### config.mk
export PLATFORM = sky130hd
export DESIGN_NAME = mdio_ctrl
export DESIGN_NICKNAME = d
export VERILOG_FILES = /design/src/hdl/mdio_ctrl.v
export VERILOG_INCLUDE_DIRS = /design/src /design/src/common
export SDC_FILE = /design/constraint.sdc
export NUM_CORES = 1
export LEC_CHECK = 0
export BUFFER_PORTS_ARGS = -buffer_cell sky130_fd_sc_hd__buf_2
export CAP_MARGIN = 20
export CORE_ASPECT_RATIO = 0.75
export CORE_MARGIN = 2
export CORE_UTILIZATION = 55
export DETAILED_ROUTE_END_ITERATION = 8
export GPL_ROUTABILITY_DRIVEN = 0
export MAX_ROUTING_LAYER = met4
export PLACE_DENSITY_LB_ADDON = 0.08
export RECOVER_POWER = 25
export SYNTH_ARGS = -nofsm -noshare
export SYNTH_HDL_FRONTEND = slang
export SYNTH_SLANG_ARGS = --single-unit
export TNS_END_PERCENT = 5
### constraint.sdc
create_clock -name clk -period 5.1 [get_ports clk]
set_input_delay 1.02 -clock clk [delete_from_list [all_inputs] [get_ports clk]]
set_output_delay 1.02 -clock clk [all_outputs]
set_load 0.02 [all_outputs]
### src/common/mdio_regs.vh
`ifndef MDIO_REGS_VH
`define MDIO_REGS_VH

// register indices on the plain register port (word addressed)
`define MDIO_ADDR_W          4
`define MDIO_REG_CTRL        4'h0
`define MDIO_REG_STOPACT     4'h1
`define MDIO_REG_OUTSEL      4'h2
`define MDIO_REG_CMPRANGE    4'h3
`define MDIO_REG_SPEED0      4'h4
`define MDIO_REG_STATUS      4'h5
`define MDIO_REG_ALMCODE     4'h6
`define MDIO_REG_SPEEDOUT    4'h7
`define MDIO_REG_POSERR      4'h8

// ctrl register fields
`define MDIO_CTRL_POSMODE    0
`define MDIO_CTRL_BRAKEMOTOR 1

// reset values, completion range limits and the immediate-off stop action code
`define MDIO_STOPACT_RST     2'h0
`define MDIO_OUTSEL_RST      1'h0
`define MDIO_CMPRANGE_RST    7'h01
`define MDIO_CMPRANGE_MIN    7'h01
`define MDIO_CMPRANGE_MAX    7'h64
`define MDIO_STOPACT_IMMOFF  2'h2

// operation data numbers with a special meaning in position control
`define MDIO_OP_ELEC_HOME    3'h6
`define MDIO_OP_MECH_HOME    3'h7

// speed ramp direction codes
`define MDIO_DIR_STOP        2'h0
`define MDIO_DIR_CW          2'h1
`define MDIO_DIR_CCW         2'h2

// timing, in milliseconds, at 10 MHz (10000 cycles per ms)
`define MDIO_CLK_KHZ         10000
`define MDIO_CLEAR_HOLD_MS   500
`define MDIO_READOUT_HOLD_MS 100
`define MDIO_PULSE_MS        10
`define MDIO_GAP_MS          10
`define MDIO_DEBOUNCE_MS     1

`endif

### src/hdl/mdio_ctrl.v
// The register offsets and the address-and-strobe port were chosen for this implementation.
`include "mdio_regs.vh"

// Notes on behaviour
// - speed mode runs at selected entry speed
// - dropping direction input ramps speed down
// - clockwise or counterclockwise per run input
// - both run inputs on means ramp stop
// - select first, start edge begins operation
// - origin sensor normally closed, mech home
// - select bits form number 0 to 7
// - release input cuts current, frees brake
// - shared input: stop permit or alarm clear
// - permit off in motion stops instantly
// - stop action setting, default 0, 2 immediate
// - alarm stops motor, alarm output drops
// - clear held 0.5 s resets alarm
// - some alarms need power cycle
// - shared output: busy or torque, else pulses
// - busy while operating, off when complete
// - completion within 1 to 100 steps
// - clockwise run or start held 0.1 s reads code
// - overvoltage alarm gives three pulses
// - torque flag when limit reached
// - fixed inputs 0-8, outputs 0-1, spares assignable; here spare inputs only read in status, spare output held low
module mdio_ctrl #(
	parameter integer CLEAR_HOLD_CYC   = `MDIO_CLEAR_HOLD_MS * `MDIO_CLK_KHZ,
	parameter integer READOUT_HOLD_CYC = `MDIO_READOUT_HOLD_MS * `MDIO_CLK_KHZ,
	parameter integer PULSE_CYC        = `MDIO_PULSE_MS * `MDIO_CLK_KHZ,
	parameter integer GAP_CYC          = `MDIO_GAP_MS * `MDIO_CLK_KHZ,
	parameter integer DEBOUNCE_CYC     = `MDIO_DEBOUNCE_MS * `MDIO_CLK_KHZ,
	parameter integer SPEED_W          = 12,
	parameter integer POS_W            = 16,
	parameter integer ALMCODE_W        = 4
) (
	input  wire                     clk,
	input  wire                     rst_b,
	input  wire                     clockwise_run,
	input  wire                     counterclockwise_run,
	input  wire                     start_in,
	input  wire                     mech_origin_sensor,
	input  wire                     select_bit0,
	input  wire                     select_bit1,
	input  wire                     select_bit2,
	input  wire                     free_in,
	input  wire                     stop_clear_in,
	input  wire                     spare_input_a,
	input  wire                     spare_input_b,
	input  wire                     alarm_event,
	input  wire [ALMCODE_W-1:0]     alarm_event_code,
	input  wire                     alarm_event_latching,
	input  wire                     torque_limit_reached,
	input  wire signed [POS_W-1:0]  position_error,
	input  wire                     op_done,
	input  wire [`MDIO_ADDR_W-1:0]  reg_addr,
	input  wire [15:0]              reg_wdata,
	input  wire                     reg_wr,
	input  wire                     reg_rd,
	output reg  [15:0]              reg_rdata,
	output wire                     alarm_out,
	output wire                     status_output_b,
	output wire                     spare_output,
	output reg  [SPEED_W-1:0]       speed_cmd,
	output reg  [1:0]               dir_cmd,
	output reg                      current_on,
	output reg                      brake_hold,
	output reg                      op_start,
	output reg  [2:0]               op_number,
	output reg                      op_active,
	output reg                      home_sensor_hit
);
	localparam integer NIN = 11;
	localparam [1:0] PS_IDLE = 2'h0;
	localparam [1:0] PS_HIGH = 2'h1;
	localparam [1:0] PS_GAP  = 2'h2;
	localparam [1:0] PS_END  = 2'h3;

	// synchroniser and debounce per input
	wire [NIN-1:0] raw_in = {spare_input_b, spare_input_a, stop_clear_in, free_in,
		select_bit2, select_bit1, select_bit0, mech_origin_sensor, start_in,
		counterclockwise_run, clockwise_run};
	reg  [NIN-1:0] s1_q;
	reg  [NIN-1:0] s2_q;
	reg  [NIN-1:0] db_q;
	reg  [31:0]    db_cnt_q [0:NIN-1];
	integer i;
	integer j;

	always @(posedge clk or negedge rst_b) begin
		if (!rst_b) begin
			s1_q <= {NIN{1'b0}};
			s2_q <= {NIN{1'b0}};
			db_q <= {NIN{1'b0}};
			for (i = 0; i < NIN; i = i + 1) begin
				db_cnt_q[i] <= 32'h0;
			end
		end else begin
			s1_q <= raw_in;
			s2_q <= s1_q;
			for (i = 0; i < NIN; i = i + 1) begin
				// a level must stay steady this long before it is accepted
				if (s2_q[i] == db_q[i]) begin
					db_cnt_q[i] <= 32'h0;
				end else if (db_cnt_q[i] >= DEBOUNCE_CYC - 1) begin
					db_q[i]     <= s2_q[i];
					db_cnt_q[i] <= 32'h0;
				end else begin
					db_cnt_q[i] <= db_cnt_q[i] + 32'h1;
				end
			end
		end
	end

	wire cw_on    = db_q[0];
	wire ccw_on   = db_q[1];
	wire start_on = db_q[2];
	// normally closed: open contact (low) means the sensor has tripped
	wire origin_hit  = ~db_q[3];
	wire [2:0] sel_num = {db_q[6], db_q[5], db_q[4]};
	wire free_on  = db_q[7];
	// normally closed shared input: high level means permit / clear ON
	wire sc_on    = db_q[8];
	// spare inputs carry no function here; they only show in status

	// registers
	reg                   posmode_q;
	reg                   brakemotor_q;
	reg  [1:0]            stopact_q;
	reg                   outsel_q;
	reg  [6:0]            cmprange_q;
	reg  [SPEED_W-1:0]    speed_tab_q [0:7];
	reg                   alarm_q;
	reg                   alarm_latch_q;
	reg  [ALMCODE_W-1:0]  alarm_code_q;
	reg  [31:0]           clr_cnt_q;
	reg  [31:0]           ro_cnt_q;
	reg                   ro_done_q;
	reg  [1:0]            ps_q;
	reg  [31:0]           ps_cnt_q;
	reg  [ALMCODE_W-1:0]  ps_left_q;
	reg                   alp_q;
	reg                   start_prev_q;

	wire ro_req   = cw_on | start_on;
	wire clr_ok   = alarm_q & ~alarm_latch_q;
	wire [POS_W-1:0] abs_err = position_error[POS_W-1] ? -position_error : position_error;
	wire settled  = abs_err <= {{(POS_W-7){1'b0}}, cmprange_q};
	wire permit   = sc_on & ~alarm_q;

	// register write port
	always @(posedge clk or negedge rst_b) begin
		if (!rst_b) begin
			posmode_q    <= 1'b0;
			brakemotor_q <= 1'b0;
			stopact_q    <= `MDIO_STOPACT_RST;
			outsel_q     <= `MDIO_OUTSEL_RST;
			cmprange_q   <= `MDIO_CMPRANGE_RST;
			for (j = 0; j < 8; j = j + 1) begin
				speed_tab_q[j] <= {SPEED_W{1'b0}};
			end
		end else if (reg_wr) begin
			if (reg_addr == `MDIO_REG_CTRL) begin
				posmode_q    <= reg_wdata[`MDIO_CTRL_POSMODE];
				brakemotor_q <= reg_wdata[`MDIO_CTRL_BRAKEMOTOR];
			end
			if (reg_addr == `MDIO_REG_STOPACT) begin
				stopact_q <= reg_wdata[1:0];
			end
			if (reg_addr == `MDIO_REG_OUTSEL) begin
				outsel_q <= reg_wdata[0];
			end
			// out-of-range completion values are clamped
			if (reg_addr == `MDIO_REG_CMPRANGE) begin
				if (reg_wdata[6:0] < `MDIO_CMPRANGE_MIN || reg_wdata[15:7] != 9'h0) begin
					cmprange_q <= (reg_wdata[15:7] != 9'h0) ? `MDIO_CMPRANGE_MAX
						: `MDIO_CMPRANGE_MIN;
				end else if (reg_wdata[6:0] > `MDIO_CMPRANGE_MAX) begin
					cmprange_q <= `MDIO_CMPRANGE_MAX;
				end else begin
					cmprange_q <= reg_wdata[6:0];
				end
			end
			// speed table: entry index in write data top bits
			if (reg_addr == `MDIO_REG_SPEED0) begin
				speed_tab_q[reg_wdata[15:13]] <= reg_wdata[SPEED_W-1:0];
			end
		end
	end

	// register read port, data one cycle after the strobe
	always @(posedge clk or negedge rst_b) begin
		if (!rst_b) begin
			reg_rdata <= 16'h0;
		end else if (reg_rd) begin
			case (reg_addr)
			`MDIO_REG_CTRL:     reg_rdata <= {14'h0, brakemotor_q, posmode_q};
			`MDIO_REG_STOPACT:  reg_rdata <= {14'h0, stopact_q};
			`MDIO_REG_OUTSEL:   reg_rdata <= {15'h0, outsel_q};
			`MDIO_REG_CMPRANGE: reg_rdata <= {9'h0, cmprange_q};
			`MDIO_REG_STATUS:   reg_rdata <= {4'h0, db_q, alarm_q};
			`MDIO_REG_ALMCODE:  reg_rdata <= {{(16-ALMCODE_W-1){1'b0}}, alarm_latch_q,
				alarm_code_q};
			`MDIO_REG_SPEEDOUT: reg_rdata <= {{(16-SPEED_W){1'b0}}, speed_cmd};
			`MDIO_REG_POSERR:   reg_rdata <= {{(16-POS_W){1'b0}}, abs_err};
			default:            reg_rdata <= 16'h0;
			endcase
		end
	end

	// alarm state and clear
	always @(posedge clk or negedge rst_b) begin
		if (!rst_b) begin
			alarm_q       <= 1'b0;
			alarm_latch_q <= 1'b0;
			alarm_code_q  <= {ALMCODE_W{1'b0}};
			clr_cnt_q     <= 32'h0;
		end else begin
			if (clr_ok && sc_on) begin
				clr_cnt_q <= (clr_cnt_q < CLEAR_HOLD_CYC) ? clr_cnt_q + 32'h1 : clr_cnt_q;
			end else begin
				clr_cnt_q <= 32'h0;
			end
			// a new alarm wins over a clear in the same cycle
			if (alarm_event && !alarm_q) begin
				alarm_q       <= 1'b1;
				alarm_code_q  <= alarm_event_code;
				alarm_latch_q <= alarm_event_latching;
			end else if (clr_ok && clr_cnt_q >= CLEAR_HOLD_CYC - 1 && !alarm_event) begin
				alarm_q   <= 1'b0;
				clr_cnt_q <= 32'h0;
			end
		end
	end

	// alarm code readout pulse train
	always @(posedge clk or negedge rst_b) begin
		if (!rst_b) begin
			ro_cnt_q  <= 32'h0;
			ro_done_q <= 1'b0;
			ps_q      <= PS_IDLE;
			ps_cnt_q  <= 32'h0;
			ps_left_q <= {ALMCODE_W{1'b0}};
			alp_q     <= 1'b0;
		end else begin
			if (alarm_q && ro_req) begin
				ro_cnt_q <= (ro_cnt_q < READOUT_HOLD_CYC) ? ro_cnt_q + 32'h1 : ro_cnt_q;
			end else begin
				ro_cnt_q  <= 32'h0;
				ro_done_q <= 1'b0;
			end
			case (ps_q)
			PS_IDLE: begin
				alp_q <= 1'b0;
				// one train per hold; release and hold again for another
				if (alarm_q && ro_req && !ro_done_q
					&& ro_cnt_q >= READOUT_HOLD_CYC - 1) begin
					ro_done_q <= 1'b1;
					if (alarm_code_q != {ALMCODE_W{1'b0}}) begin
						ps_left_q <= alarm_code_q;
						ps_cnt_q  <= 32'h0;
						alp_q     <= 1'b1;
						ps_q      <= PS_HIGH;
					end
				end
			end
			PS_HIGH: begin
				if (ps_cnt_q >= PULSE_CYC - 1) begin
					alp_q     <= 1'b0;
					ps_cnt_q  <= 32'h0;
					ps_left_q <= ps_left_q - 1'b1;
					ps_q      <= (ps_left_q == 1) ? PS_END : PS_GAP;
				end else begin
					ps_cnt_q <= ps_cnt_q + 32'h1;
				end
			end
			PS_GAP: begin
				if (ps_cnt_q >= GAP_CYC - 1) begin
					alp_q    <= 1'b1;
					ps_cnt_q <= 32'h0;
					ps_q     <= PS_HIGH;
				end else begin
					ps_cnt_q <= ps_cnt_q + 32'h1;
				end
			end
			PS_END: begin
				alp_q <= 1'b0;
				ps_q  <= PS_IDLE;
			end
			default: begin
				alp_q <= 1'b0;
				ps_q  <= PS_IDLE;
			end
			endcase
			if (!alarm_q) begin
				ps_q  <= PS_IDLE;
				alp_q <= 1'b0;
			end
		end
	end

	// motion control
	always @(posedge clk or negedge rst_b) begin
		if (!rst_b) begin
			speed_cmd       <= {SPEED_W{1'b0}};
			dir_cmd         <= `MDIO_DIR_STOP;
			current_on      <= 1'b0;
			brake_hold      <= 1'b1;
			op_start        <= 1'b0;
			op_number       <= 3'h0;
			op_active       <= 1'b0;
			home_sensor_hit <= 1'b0;
			start_prev_q    <= 1'b0;
		end else begin
			op_start        <= 1'b0;
			start_prev_q    <= start_on;
			home_sensor_hit <= posmode_q & op_active & (op_number == `MDIO_OP_MECH_HOME)
				& origin_hit;
			if (alarm_q || !permit) begin
				// instant stop: no ramp, brake holds the load when brakemotor_q is set and release is off
				speed_cmd  <= {SPEED_W{1'b0}};
				op_active  <= 1'b0;
				brake_hold <= brakemotor_q & ~free_on;
				current_on <= ~alarm_q & ~free_on
					& (stopact_q != `MDIO_STOPACT_IMMOFF);
			end else if (free_on) begin
				current_on <= 1'b0;
				brake_hold <= 1'b0;
				speed_cmd  <= {SPEED_W{1'b0}};
				op_active  <= 1'b0;
			end else begin
				current_on <= 1'b1;
				brake_hold <= 1'b0;
				if (!posmode_q) begin
					if (cw_on ^ ccw_on) begin
						// a direction change first ramps down through zero
						if (dir_cmd != (cw_on ? `MDIO_DIR_CW : `MDIO_DIR_CCW)
							&& speed_cmd != {SPEED_W{1'b0}}) begin
							speed_cmd <= speed_cmd - 1'b1;
						end else begin
							dir_cmd <= cw_on ? `MDIO_DIR_CW : `MDIO_DIR_CCW;
							if (speed_cmd < speed_tab_q[sel_num]) begin
								speed_cmd <= speed_cmd + 1'b1;
							end else if (speed_cmd > speed_tab_q[sel_num]) begin
								speed_cmd <= speed_cmd - 1'b1;
							end
						end
						op_active <= 1'b1;
					end else begin
						// released, or both on: decelerate to stop
						if (speed_cmd != {SPEED_W{1'b0}}) begin
							speed_cmd <= speed_cmd - 1'b1;
						end else begin
							dir_cmd   <= `MDIO_DIR_STOP;
							op_active <= 1'b0;
						end
					end
				end else begin
					// select lines are sampled when start rises
					if (start_on && !start_prev_q && !op_active) begin
						op_number <= sel_num;
						op_start  <= 1'b1;
						op_active <= 1'b1;
					// done from the previous move may linger one cycle past start
					end else if (op_active && !op_start && op_done && settled) begin
						op_active <= 1'b0;
					end
				end
			end
		end
	end

	wire busy_ind  = op_active | op_start;
	wire func_out  = outsel_q ? torque_limit_reached : busy_ind;

	// normally closed: high while healthy
	assign alarm_out       = ~alarm_q;
	assign status_output_b = alarm_q ? alp_q : func_out;
	assign spare_output    = 1'b0;
endmodule

# [Word-level counts from Yosys, hierarchy flattened]
# Cells that the tools add are included.
[totals] out_inout_bits=41 elab_cells=319 reg_bits=642
[classes] addsub=18 n_eq_ne=40 n_reduce_logical=57 magnitude_cmp=24 n_mux=93 n_bitwise=30
[ops] op="$mux W32" n=31
[ops] op="$add A32 B1 Y32 const B" n=14
[ops] op="$ge A32 B14 Y1 const B" n=11
[ops] op="$mux W12" n=11
[ops] op="$pmux W16 S8" n=1
[ops] op="$bwmux W96" n=1
[ops] op="$pmux W32 S2" n=1
[ops] op="$bmux W12 S3" n=1
[ops] op="$demux W12 S3" n=1
[ops] op="$reduce_and A2 Y1" n=18
[ops] op="$ge A32 B17 Y1 const B" n=1
[ops] op="$ge A32 B20 Y1 const B" n=1
[ops] op="$ge A32 B23 Y1 const B" n=1
[ops] op="$lt A32 B20 Y1 const B" n=1
[ops] op="$lt A32 B23 Y1 const B" n=1
[ops] op="$mux W1" n=27
[ops] op="$mux W7" n=3
[ops] op="$mux W2" n=9
[ops] op="$not A1 Y1" n=17
[ops] op="$eq A4 B3 Y1 const B" n=4
[ops] op="$le A16 B7 Y1" n=1
[ops] op="$mux W16" n=1
[ops] op="$neg A16 Y16" n=1
[ops] op="$logic_and A1 B1 Y1" n=14
[ops] op="44 further kinds" n=90

# [Longest topological paths before layout]
[depth] word_depth=12 ltp_mapped=13 mapped_depth_nobuf=12

# [Worst setup path after synthesis]
# Ideal clock, no wire load.
[synth_timing] path_type="register to register" start="register db_q[4]" end="register speed_cmd[11]" period_less_slack_ns=4.054 arrival_time_ns=3.925 stages_incl_launch_ff=13 t_required_ns=4.971 setup_slack_ns=1.046 path_cell_list="dfrtp_1 -> clkbuf_1 -> buf_1 -> mux4_2 -> mux2i_1 -> ha_1 -> a211oi_1 -> nor2_1 -> a2111o_1 -> nor3_4 -> mux2_2 -> o211ai_1 -> o31ai_1"
[synth_via] elab_chain_cells=11
[synth_lines] item="start, declared" line="mdio_ctrl.v:84" rtl="reg [NIN-1:0] db_q;"
[synth_lines] item="start signal, assigned" line="mdio_ctrl.v:93" rtl="db_q <= {NIN{1'b0}};"
[synth_lines] item="start signal, assigned by index" line="mdio_ctrl.v:105" rtl="db_q[i] <= s2_q[i];"
[synth_lines] item="$not A3 Y4 (not written as such) (*)" line="mdio_ctrl.v:341, mdio_ctrl.v:343"
[synth_lines] item="$bmux W12 S3 (*)" line="mdio_ctrl.v:341, mdio_ctrl.v:343"
[synth_lines] item="$mux W12 (not written as such) (*) (2 in a row)" line="mdio_ctrl.v:341, mdio_ctrl.v:343"
[synth_lines] item="$lt A12 B12 Y1" line="mdio_ctrl.v:341" rtl="if (speed_cmd < speed_tab_q[sel_num]) begin"
[synth_lines] item="$mux W12" line="mdio_ctrl.v:341"
[synth_lines] item="$mux W12" line="mdio_ctrl.v:336" rtl="if (dir_cmd != (cw_on ? `MDIO_DIR_CW : `MDIO_DIR_CCW)"
[synth_lines] item="$mux W12" line="mdio_ctrl.v:334" rtl="if (cw_on ^ ccw_on) begin"
[synth_lines] item="$mux W12" line="mdio_ctrl.v:333" rtl="if (!posmode_q) begin"
[synth_lines] item="$mux W12" line="mdio_ctrl.v:325" rtl="end else if (free_on) begin"
[synth_lines] item="$mux W12" line="mdio_ctrl.v:318" rtl="if (alarm_q || !permit) begin"
[synth_lines] item="end signal, assigned" line="mdio_ctrl.v:320" rtl="speed_cmd <= {SPEED_W{1'b0}};"
[synth_lines] item="end signal, assigned" line="mdio_ctrl.v:328" rtl="speed_cmd <= {SPEED_W{1'b0}};"
[synth_lines] item="end signal, assigned" line="mdio_ctrl.v:338" rtl="speed_cmd <= speed_cmd - 1'b1;"
[synth_lines] item="end, declared" line="mdio_ctrl.v:63" rtl="output reg [SPEED_W-1:0] speed_cmd,"
# Mark *: on every way between the ends. The rest lies on a longest branch, timed or not. The select of a mux whose other input is x is not followed.
# A chain may end at the register's enable or synchronous reset.

# [Worst setup path in the final report]
# Ends and elaborated chain as after synthesis.

==> impl_metrics.csv <==
group,metric,value,unit
logic_synthesis,ys_ff_latch,642,
sta,final_max_slew_viol_count,109,
critical_path,reg2reg_to,"speed_cmd[11]",
cts,max-clock-path-buffers,3,
critical_path,r2r_setup_slack,1170,ps
logic_synthesis,yosys.cell_types.count,79,
min_path,hold_depth,0,
critical_path,r2r_cells,10,
cells_and_area,final_layout_size_suffix_gt1_share,13.9,%
cts,postCtsHoldBufs,0,
floorplan,die_h,195,um
floorplan,num_io_pins,100,
run,cap_violations,1,
critical_path,end_kind,"flop",
global_route,grt_max_degree,118,
cts,root_buffer,"clkbuf_16",
floorplan,die_x,259,um
sta,tns,0,ps
power_and_ir_drop,p_leak,14.1,nW
route,routed_via_density,5.37,
critical_path,cp_max_fo,28,
logic_synthesis,syn_inst,2291,
logic_synthesis,seq_area_frac_synth,59.8,%
floorplan,core-area,0.0485,mm^2
critical_path,critical-path-top-delay-family,"multiplexers",
power_and_ir_drop,power.density,345,mW/mm^2
logic_synthesis,synth_ff_type,"dfrtp_1",
logic_synthesis,synth_edf_count,0,
min_path,whs_endpoint,"s2_q[10]",
global_route,grt_overflow,0,
route,firstDrtPassIters,5,
critical_path,cp_num_buf_inv,0,
sta,skew,25.5,ps
cts,cts_tree,"done",
logic_synthesis,yosysMostFrequentCell,"dfrtp_1",
run_status,status,"complete, but fails checks",
sta,clock.fmax,254,MHz
logic_synthesis,syn-cell-area,0.0269,mm^2
placed_design,place_hpwl,38400,um
sta,setup_viol,0,
min_path,min_path_type,"reg2reg",
power_and_ir_drop,ir_drop,0.000295,V
sta,hold_violations,0,
logic_synthesis,yosys-top-cells-count,"dfrtp_1 (640), nor2_1 (295), nand2_1 (142)",
route,vias,17700,
logic_synthesis,synth_largest_type_area_fraction,59.6,%
logic_synthesis,async_reset_ff_share,100,%
critical_path,cp_slowest_cell,"dfrtp_2",
cells_and_area,area_delta_synth_final,14.7,%
global_route,antenna_found_initial,9,
floorplan,dieArea,0.0506,mm^2
min_path,hold_path_startpoint,"s1_q[10]",
cts,clk_latency,630,ps
critical_path,start_kind,"flop",
sta,rsz0062_at_grt,"no",
cts,postCtsSetupBuffers,0,
sta,worst_pin_slew,2940,ps
cells_and_area,layout.nets,2686,
floorplan,row_count,70,
cts,cts.sinks,642,
global_route,grt_pass1_vias,17500,
cts,cts_buffers,59,
cells_and_area,fin_area,0.0308,mm^2
cells_and_area,utilization,63.5,%
critical_path,cp.arrival,4420,ps
cts,htree_levels,2,
logic_synthesis,synth_top_area_cell,"dfrtp_1",
route,ant_nets,0,
power_and_ir_drop,p_total,10.6,mW
floorplan,start_util,55.4,%
logic_synthesis,synth_area_leaders,"dfrtp_1 (60%), mux2_2 (4.8%), nor2_1 (4.1%)",
placed_design,dpl_cell_area,0.0288,mm^2
route,drt_wl_total,56000,um
critical_path,regToRegStartpoint,"db_q[4]",
critical_path,crit_chain,"mux4_2, mux2i_1, ha_1, o21ai_0, nor2_1, a2111o_1, nor3_4, mux2_2, o211ai_1, o31ai_1",
placed_design,port_buffers,98,
sta,period_share,77.1,%
cts,path_clk_slew,70,ps
global_route,grt_pass1_wl,92300,um
route,drtIter0Drc,1154,
logic_synthesis,avgSynthCellArea,11.7,um^2
route,post_drt_wl_per_cell,17.0,um
logic_synthesis,yosys_warnings,0,
run_status,violations,"max-capacitance violations, max-slew violations",
critical_path,crit_type,"reg2reg",
critical_path,max_stage_delay,940,ps
cts,post_cts_resize_count,0,
critical_path,critPathRequiredTime,5590,ps
global_route,grt_use_total,23.5,%
sta,slew_headroom,-95.8,%
sta,fin_crit,3930,ps
route,drc,0,
==> cell type report <==
class	instances	area (um^2)
clock buffers	83	1700
clock inverters	28	340
multi-input cells	1694	10900
fillers	3900	17700
flip-flops and latches	642	16100
inverters	73	274
repair buffers	113	649
well taps	648	811
diodes	10	25.0
==> worst reg2reg max path, cell delays in order (launching register included) <==
cell      delay (ps)
dfrtp_2          940
mux4_2           590
mux2i_1          270
ha_1             300
o21ai_0          150
nor2_1           110
a2111o_1         480
nor3_4           300
mux2_2           390
o211ai_1         160
o31ai_1           90
==> flip-flops by register name, indices dropped and copies added, names as in the netlist, 2 cells and up <==
register,count
db_q,11
s1_q,11
s2_q,11
op_number,3
cmprange_q,7
dir_cmd,2
ps_cnt_q,32
speed_cmd,12
alarm_code_q,4
ps_q,2
speed_tab_q,96
ro_cnt_q,32
stopact_q,2
db_cnt_q,352
reg_rdata,16
ps_left_q,4
clr_cnt_q,32
==> worst max path at each step <==
stage	from	endpoint	depth (start not counted)	slack, ps
final	db_q[4]	speed_cmd[11]	10	1170
after global routing	rst_b	ps_cnt_q[25]	2	460
after CTS	db_q[4]	speed_cmd[11]	10	1150
after detailed placement	db_q[4]	speed_cmd[11]	10	1160
after global placement	db_q[4]	speed_cmd[11]	10	1190
after floorplan	db_q[4]	speed_cmd[11]	12	1050
==> cell usage in the layout, fill, tap and decap left out, drive strengths merged, types with 44 or more instances in the layout <==
cell type,synthesis,routed
buf,18,108
nor4,65,65
inv,73,76
clkbuf,62,88
nand3,97,97
ha,44,44
mux2,114,114
nand2,142,142
dfrtp,640,640
xnor2,91,91
nor2,295,295
xor2,99,99
o21ai,64,64
and3,63,63
conb,1,199
==> through the flow <==
step                setup slack (ps)  cells  hold slack, ps
finish                          1170   3291             346
global route                     461   3290             357
CTS                             1150   3281             346
detailed placement              1160   3170             336
global placement                1190   3170             335
floorplan                       1050   2489             331
==> logic make-up after synthesis <==
group / synth area share [%]
AO/OA/AOI/OAI: 6.25
XOR/XNOR: 6.20
multiplexers: 7.62
buffers and inverters: 2.23
other: 0.0140
AND/OR/NAND/NOR: 15.8
adder cells (fa/ha/maj): 2.05
flip-flops: 59.8
==> power breakdown <==
| group | total (mW) | internal, mW | switching [mW] |
|---|---|---|---|
| clock network | 4.60 | 2.68 | 1.93 |
| logic | 0.629 | 0.250 | 0.379 |
| registers | 5.39 | 5.28 | 0.109 |
| total | 10.6 | 8.21 | 2.41 |
==> layer usage <==
layer / vias up / part of all wire [%] / track usage, %
met5: - / 0 / -
met4: 0 / 2.2 / 6.77
met3: 74 / 5.4 / 4.37
met1: 8778 / 47 / 33.7
li1: 8447 / - / -
met2: 375 / 45 / 34.6
Note: power is estimated with default switching activity, not from simulation.
